<file path="src/design/dsjd_params.svh">
`ifndef DSJD_PARAMS_SVH
`define DSJD_PARAMS_SVH

// Opcode fields, upper six bits of a one-word decrement-and-skip instruction.
`define DSJD_OP_DSNZ      6'h13
`define DSJD_OP_DSZ       6'h0B
// Jump first word upper byte, second word upper nibble.
`define DSJD_OP_JMP_HI    8'hEF
`define DSJD_OP_JMP_LO    4'hF
// Bit positions inside a byte-oriented instruction word.
`define DSJD_BIT_DEST     9
`define DSJD_BIT_BANK     8
// Highest register address that goes through indexed literal offset mode.
`define DSJD_IDX_LIMIT    8'h5F
// Quarters per instruction cycle.
`define DSJD_QUARTERS     4
// Reset values.
`define DSJD_PC_RESET     21'h00000
`define DSJD_WREG_RESET   8'h00

`endif

</file>
<file path="src/design/dsjd_pkg.sv">
`default_nettype none
package dsjd_pkg;
	typedef enum logic [1:0] {
		DSJD_Q1 = 2'b00,
		DSJD_Q2 = 2'b01,
		DSJD_Q3 = 2'b10,
		DSJD_Q4 = 2'b11
	} dsjd_quarter_t;

	typedef enum logic [1:0] {
		DSJD_EXEC   = 2'b00,
		DSJD_SKIP   = 2'b01,
		DSJD_JMPNOP = 2'b10
	} dsjd_state_t;

	typedef enum logic [1:0] {
		DSJD_OP_NONE = 2'b00,
		DSJD_OP_DZ   = 2'b01,
		DSJD_OP_DNZ  = 2'b10,
		DSJD_OP_JMP  = 2'b11
	} dsjd_op_t;
endpackage
`default_nettype wire

</file>
<file path="src/design/dsjd_quarter_gen.sv">
`timescale 1ns/1ps
`default_nettype none
`include "dsjd_params.svh"

// Quarter-phase sequencer; the last quarter marks the instruction cycle boundary.
module dsjd_quarter_gen
	import dsjd_pkg::*;
(
	input  wire logic    clk,     // Core clock.
	input  wire logic    reset,   // Synchronous reset, active high.
	output dsjd_quarter_t quarter, // Current quarter phase.
	output logic          last_q   // High in the fourth quarter.
);
	logic [1:0] q_ff;

	always_ff @(posedge clk) begin
		if (reset) begin
			q_ff <= 2'h0;
		end else begin
			q_ff <= q_ff + 2'h1;
		end
	end

	assign quarter = dsjd_quarter_t'(q_ff);
	assign last_q  = (q_ff == 2'(`DSJD_QUARTERS - 1));
endmodule
`default_nettype wire

</file>
<file path="src/design/dsjd_core.sv">
`timescale 1ns/1ps
`default_nettype none
`include "dsjd_params.svh"

// Operation
// - A word with top six bits 010011 is decrement-skip-if-nonzero with dest, bank and address.
// - Decrement-skip-if-nonzero writes register minus one to the working register if d is 0, else back.
// - A nonzero result of decrement-skip-if-nonzero discards the fetched next word as a no-op.
// - Bank bit 0 picks the quick access bank, 1 puts the bank select register on the upper address.
// - Bank bit 0 with extended set on and address at most 95 uses indexed literal offset addressing.
// - A skip lasts one, two, three or four cycles for no skip or a one, two or three word victim.
// - The first cycle decodes, reads, computes and writes in quarters one to four; skip cycles do nothing.
// - The jump is two words, upper byte 11101111 with target 7..0, then nibble 1111 with target 19..8.
// - The jump loads its 20-bit target into program counter bits 20 to 1 and changes no flag.
// - The jump takes exactly two cycles, the second a no-op while the pipeline refills.
// - Top six bits 001011 is decrement-skip-if-zero, which skips when the result is zero.
module dsjd_core
	import dsjd_pkg::*;
#(
	parameter int unsigned ADDR_W = 12
) (
	input  wire logic              clk,          // Core clock, 250 MHz.
	input  wire logic              reset,        // Synchronous reset, active high.
	input  wire logic [15:0]       instr_word,   // Fetched program word for this cycle.
	input  wire logic [1:0]        next_words,   // Length in words of the instruction after this one.
	input  wire logic              ext_set_en,   // Extended instruction set enabled.
	input  wire logic [3:0]        bank_sel,     // Bank select register value.
	input  wire logic [ADDR_W-1:0] idx_base,     // Index base for literal offset addressing.
	input  wire logic [7:0]        rf_rdata,     // Register file read data.
	output logic [ADDR_W-1:0]      rf_addr,      // Register file address.
	output logic                   rf_rd,        // Read strobe, one quarter.
	output logic                   rf_wr,        // Write strobe, one quarter.
	output logic [7:0]             rf_wdata,     // Register file write data.
	output logic [7:0]             wreg,         // Working register.
	output logic [20:0]            pc,           // Program counter, byte address.
	output logic                   nop_cycle,    // Current cycle is an inserted no-op.
	output logic [1:0]             quarter_out   // Quarter phase registered, one clock behind.
);
	dsjd_quarter_t quarter;
	logic          last_q;

	dsjd_quarter_gen u_qgen (
		.clk     (clk),
		.reset   (reset),
		.quarter (quarter),
		.last_q  (last_q)
	);

	function automatic dsjd_op_t decode_op(input logic [15:0] w);
		if (w[15:10] == `DSJD_OP_DSNZ)
			return DSJD_OP_DNZ;
		else if (w[15:10] == `DSJD_OP_DSZ)
			return DSJD_OP_DZ;
		else if (w[15:8] == `DSJD_OP_JMP_HI)
			return DSJD_OP_JMP;
		return DSJD_OP_NONE;
	endfunction

	dsjd_state_t   state_ff;
	logic [1:0]    skip_left_ff;
	dsjd_op_t      op_ff;
	logic [15:0]   word_ff;
	logic [7:0]    data_ff;
	logic [7:0]    result_ff;
	logic [7:0]    jmp_lo_ff;
	logic [ADDR_W-1:0] rf_addr_ff;
	logic          rf_rd_ff;
	logic          rf_wr_ff;
	logic [7:0]    rf_wdata_ff;
	logic [7:0]    wreg_ff;
	logic [20:0]   pc_ff;
	logic          nop_ff;
	logic [1:0]    quarter_ff;

	logic          executing;
	logic [7:0]    fa;
	dsjd_op_t      in_op;
	logic          in_dec;
	logic [7:0]    in_fa;
	logic [ADDR_W-1:0] nxt_rf_addr;
	logic          res_zero;
	logic          do_skip;

	assign executing = (state_ff == DSJD_EXEC);
	assign fa        = word_ff[7:0];
	assign in_op     = decode_op(instr_word);
	assign in_dec    = (in_op == DSJD_OP_DNZ) || (in_op == DSJD_OP_DZ);
	assign in_fa     = instr_word[7:0];
	assign res_zero  = (result_ff == 8'h00);
	assign do_skip   = (op_ff == DSJD_OP_DNZ) ? !res_zero :
			   (op_ff == DSJD_OP_DZ) ? res_zero : 1'b0;

	// The operand address is formed from the incoming word, so the read can stand in Q2.
	always_comb begin
		if (!instr_word[`DSJD_BIT_BANK] && ext_set_en && in_fa <= `DSJD_IDX_LIMIT)
			nxt_rf_addr = idx_base + ADDR_W'(in_fa);
		else if (!instr_word[`DSJD_BIT_BANK])
			nxt_rf_addr = ADDR_W'(in_fa[7] ? {4'hF, in_fa} : {4'h0, in_fa});
		else
			nxt_rf_addr = ADDR_W'({bank_sel, in_fa});
	end

	// Decode latches the word in Q1 of an executing cycle; skip cycles ignore the fetch.
	always_ff @(posedge clk) begin
		if (reset) begin
			op_ff   <= DSJD_OP_NONE;
			word_ff <= 16'h0000;
		end else if (quarter == DSJD_Q1 && executing) begin
			op_ff   <= in_op;
			word_ff <= instr_word;
		end
	end

	// Read in Q2, compute in Q3, write destination in Q4.
	always_ff @(posedge clk) begin
		if (reset) begin
			rf_addr_ff  <= '0;
			rf_rd_ff    <= 1'b0;
			rf_wr_ff    <= 1'b0;
			rf_wdata_ff <= 8'h00;
			data_ff     <= 8'h00;
			result_ff   <= 8'h00;
			wreg_ff     <= `DSJD_WREG_RESET;
			jmp_lo_ff   <= 8'h00;
		end else begin
			rf_rd_ff <= 1'b0;
			rf_wr_ff <= 1'b0;
			// In Q1 the latched op still belongs to the previous instruction.
			if (executing && quarter == DSJD_Q1 && in_dec) begin
				rf_addr_ff <= nxt_rf_addr;
				rf_rd_ff   <= 1'b1;
			end
			if (executing && (op_ff == DSJD_OP_DNZ || op_ff == DSJD_OP_DZ)) begin
				unique case (quarter)
					DSJD_Q1: begin
					end
					DSJD_Q2: data_ff <= rf_rdata;
					DSJD_Q3: result_ff <= data_ff - 8'h01;
					DSJD_Q4: begin
						if (word_ff[`DSJD_BIT_DEST]) begin
							rf_wr_ff    <= 1'b1;
							rf_wdata_ff <= result_ff;
						end else begin
							wreg_ff <= result_ff;
						end
					end
				endcase
			end
			if (executing && op_ff == DSJD_OP_JMP && quarter == DSJD_Q2)
				jmp_lo_ff <= word_ff[7:0];
		end
	end

	// Cycle sequencing, skip count and program counter.
	always_ff @(posedge clk) begin
		if (reset) begin
			state_ff     <= DSJD_EXEC;
			skip_left_ff <= 2'h0;
			pc_ff        <= `DSJD_PC_RESET;
			nop_ff       <= 1'b0;
		end else if (last_q) begin
			unique case (state_ff)
				DSJD_EXEC: begin
					if (op_ff == DSJD_OP_JMP && instr_word[15:12] == `DSJD_OP_JMP_LO) begin
						pc_ff    <= {instr_word[11:0], jmp_lo_ff, 1'b0};
						state_ff <= DSJD_JMPNOP;
						nop_ff   <= 1'b1;
					end else if (do_skip) begin
						pc_ff        <= pc_ff + 21'h2;
						skip_left_ff <= (next_words == 2'h0) ? 2'h0 : next_words - 2'h1;
						state_ff     <= DSJD_SKIP;
						nop_ff       <= 1'b1;
					end else begin
						pc_ff  <= pc_ff + 21'h2;
						nop_ff <= 1'b0;
					end
				end
				DSJD_SKIP: begin
					pc_ff <= pc_ff + 21'h2;
					if (skip_left_ff == 2'h0) begin
						state_ff <= DSJD_EXEC;
						nop_ff   <= 1'b0;
					end else begin
						skip_left_ff <= skip_left_ff - 2'h1;
					end
				end
				DSJD_JMPNOP: begin
					pc_ff    <= pc_ff + 21'h2;
					state_ff <= DSJD_EXEC;
					nop_ff   <= 1'b0;
				end
				default: begin
					state_ff <= DSJD_EXEC;
					nop_ff   <= 1'b0;
				end
			endcase
		end
	end

	always_ff @(posedge clk) begin
		if (reset)
			quarter_ff <= 2'h0;
		else
			quarter_ff <= quarter;
	end

	assign rf_addr     = rf_addr_ff;
	assign rf_rd       = rf_rd_ff;
	assign rf_wr       = rf_wr_ff;
	assign rf_wdata    = rf_wdata_ff;
	assign wreg        = wreg_ff;
	assign pc          = pc_ff;
	assign nop_cycle   = nop_ff;
	assign quarter_out = quarter_ff;
endmodule
`default_nettype wire

</file>
<file path="config.mk">
export PLATFORM = sky130hd
export DESIGN_NAME = dsjd_core
export DESIGN_NICKNAME = d
export VERILOG_FILES = /design/src/design/dsjd_pkg.sv /design/src/design/dsjd_quarter_gen.sv /design/src/design/dsjd_core.sv
export VERILOG_INCLUDE_DIRS = /design/src /design/src/design
export SDC_FILE = /design/constraint.sdc
export NUM_CORES = 1
export LEC_CHECK = 0
export BUFFER_PORTS_ARGS = -buffer_cell sky130_fd_sc_hd__buf_2
export CORE_ASPECT_RATIO = 0.5
export CORE_MARGIN = 3
export CORE_UTILIZATION = 51
export CTS_BUF_LIST = sky130_fd_sc_hd__clkbuf_4
export DETAILED_ROUTE_END_ITERATION = 6
export PLACE_DENSITY = 0.84
export SLEW_MARGIN = 20
export SYNTH_ARGS = -nofsm -noshare
export SYNTH_HDL_FRONTEND = slang
export SYNTH_SLANG_ARGS = --single-unit
</file>
<file path="constraint.sdc">
create_clock -name clk -period 2.2 [get_ports clk]
set_input_delay 0.44 -clock clk [delete_from_list [all_inputs] [get_ports clk]]
set_output_delay 0.44 -clock clk [all_outputs]
set_load 0.01 [all_outputs]
</file>
==> impl_metrics.toml <==
[outcome]
status = "finished, final reports clean"

[synth]
seq_area_frac_synth_pct = 38.4
synth_compound_area_share_pct = 18.5
ys_ff_latch = 94
synth_top_family_by_area = "simple AND/OR/NAND/NOR gates"
syn_inst = 606
yosys.area_share.xor_xnor_pct = 2.14
synth_edf_count = 0
synth_top_area_share_pct = 38.4
synth_area_um2 = 4900
synthAdderAreaFrac_pct = 5.77
synth_ff_type = "dfxtp_1"
yosys.area.top_type = "dfxtp_1"
yosys_warnings = 0
synth.distinct_cells = 63
syn_nets = 673
synth_area_leaders = "dfxtp_1 (38%), nand2_1 (6.1%), ha_1 (5.4%)"
yosys.area_share.simple_pct = 25.9
synthArstFlopShare_pct = 0
syn-mean-instance-area_um2 = 8.09
muxShareOfSynthArea_pct = 4.39

[pwr]
ir_drop_mv = 0.245
powerDensity_nw_per_um2 = 568
combinationalPowerShare_pct = 11.0
p_seq_share_pct = 53.6
p_clk_share_pct = 35.4
p_leak_nw = 2.36
internal_power_w = 0.00243
swShare_pct = 25.2
p_sw_w = 0.000822

[grt]
grt_usage_pct = 24.0
grt_max_degree = 46
grt_pass1_wl_um = 20800
antenna_found_initial = 0
grt_pass1_vias = 4297
grt_overflow = 0

[sta]
setup_viol = 0
max_freq_mhz = 495
clock_skew_ps = 15.3
drv_slew = 0
finalCritPeriodShare_pct = 91.9
period_needed_ps = 2020
tightest_slew_ps = 625
hold_violations = 0
rsz0062_at_grt = "false"
relSlewSlack_pct = 58.3

[job]
maxCapViolCount = 0

[place]
gp_congestion = 0.961
port_buffers = 97
hpwlAfterDp_um = 9400
placed_cell_area_um2 = 5550
place_inst = 818

[clocking]
htreeDepth = 3
cts_buffers = 9
worstSkewPairLatency_ps = 460
cts_buffer_depth = 2
post_cts_buffers = 0
hold_buffers = 0
clk_pin_slew_worst_paths_ps = 150
numClockSinks = 94
ctsResizeCount = 0
cts_tree = "done"
cts_root_buf = "clkbuf_4"

[worst_setup_path]
r2r_slack_ps = 180
cp.required_ps = 2570
cp_max_fo = 12
arrival_ps = 2390
crit_path_end_kind = "flop"
r2r_end = "rf_addr[7]$_SDFFE_PP0P_"
reg2regPathDepth = 7
critical_path_class = "reg2reg"
crit_path_start_kind = "flop"
reg2reg_from = "u_qgen.quarter[0]$_SDFF_PP0_"

[cells_and_area]
fin_nets = 766
design_area_um2 = 5730
drive_above_1_share_pct = 20.6
final_common_cell = "buf_2"
instances_no_fill = 834
final_cell_mix = "buf_2 (97), dfxtp_1 (94), nand2_1 (80), nor2_1 (59), a21oi_1 (52)"
area_growth_pct = 16.9
diodes = 0

[die]
die_x_um = 145
core_um2 = 9040
io_pins = 99
dieArea_um2 = 10900
start_util_pct = 54.3
die-height_um = 75.3
rows = 24

[min_path]
hold_depth = 3
hold_path.class = "in2reg"
hp-start = "rf_rdata[0]"
whs_endpoint = "data_ff[0]$_SDFFE_PP0P_"

[route]
drc = 0
drt-vias-per-instance = 5.78
drt_iter0_drc = 496
via_count = 4817
post_drt_wl_per_cell_um = 15.5
drt.antenna.violating_nets = 0
wl_um = 13000
first_pass_iters = 6
==> routing by layer <==
| metal | up-vias | wire length (µm) | share of wire (%) | global-route usage [%] |
|---|---|---|---|---|
| met5 | - | 0 | 0 | 0 |
| met4 | 0 | 163 | 1.3 | 6.93 |
| met3 | 21 | 926 | 7.1 | 5.71 |
| met2 | 182 | 6070 | 47 | 40.0 |
| met1 | 2255 | 5800 | 45 | 31.6 |
| li1 | 2359 | - | - | - |
==> through the flow <==
step	power, W	utilization (%)	setup TNS [ps]	setup slack [ps]	hold slack, ps
final	0.00326	63.4	0	178	207
after floorplan	0.00200	-	0	275	433
after CTS	0.00327	63.4	0	167	184
after detailed placement	0.00213	61.4	-98.2	-98.2	444
after global placement	0.00212	61.4	0	60.8	438
after global routing	0.00339	63.4	0	16.5	191
==> synth_stat cells (all sizes together), types with 11 or more instances <==
master	instances
clkbuf	25
nor4	13
mux2i	20
o21ai	24
nor3	17
ha	21
inv	19
buf	11
nand4	11
a21oi	53
a211oi	21
and3	13
nand2	80
dfxtp	94
nand3	24
nor2	60
==> registers in the layout, indices dropped and copies added, names as in the netlist <==
signal and count:
rf_wr 1, data_ff 8, pc 20, rf_wdata 8, skip_left_ff 2, rf_rd 1, quarter_out 2, word_ff 9
jmp_lo_ff 8, u_qgen.quarter 2, wreg 8, nop_cycle 1, state_ff 2, result_ff 8, rf_addr 12, op_ff 2
==> critical path, cell delays in order (launching register included) <==
cell     delay [ps]
dfxtp_1         360
inv_1           110
ha_1            260
nand4_4         130
or4_4           600
and3_1          230
a31oi_1         140
o31ai_1          90
==> power groups by stage <==
stage	logic (W)	registers, W	clock network [W]
after floorplan	0.000215	0.00178	0
after global placement	0.000340	0.00178	0
after detailed placement	0.000350	0.00178	0
after CTS	0.000352	0.00175	0.00117
after global routing	0.000393	0.00175	0.00124
final	0.000357	0.00175	0.00115
==> cell type report <==
cell class / instances / area [µm²]
fillers: 795 / 3310
multi-input cells: 457 / 2790
flip-flops and latches: 94 / 1880
repair buffers: 118 / 643
well taps: 130 / 163
clock inverters: 7 / 113
inverters: 19 / 71.3
clock buffers: 9 / 67.6
==> worst max-delay path by stage <==
stage | startpoint | end | slack [ps] | cells after the start
global route | u_qgen.quarter[0]$_SDFF_PP0_ | rf_addr[11]$_SDFFE_PP0P_ | 20 | 7
floorplan | instr_word[3] | rf_addr[11]$_SDFFE_PP0P_ | 280 | 6
detailed placement | instr_word[0] | rf_addr[10]$_SDFFE_PP0P_ | -100 | 9
finish | u_qgen.quarter[0]$_SDFF_PP0_ | rf_addr[7]$_SDFFE_PP0P_ | 180 | 7
CTS | state_ff[0]$_SDFFE_PP0P_ | pc[12]$_SDFFE_PP0P_ | 170 | 7
global placement | instr_word[0] | rf_addr[10]$_SDFFE_PP0P_ | 60 | 9
==> cells by family (layout without fill, tap and decap cells) <==
kind of cell	count (synthesis)	after routing
AOI/OAI and AO/OA	144	144
xor gates and xnor gates	12	12
adders and majority gates	22	22
buffers and inverters	55	153
DFF	94	94
muxes	21	21
other	1	1
and+or+nand+nor	257	257
No activity file was read; power rests on OpenSTA's default activity.
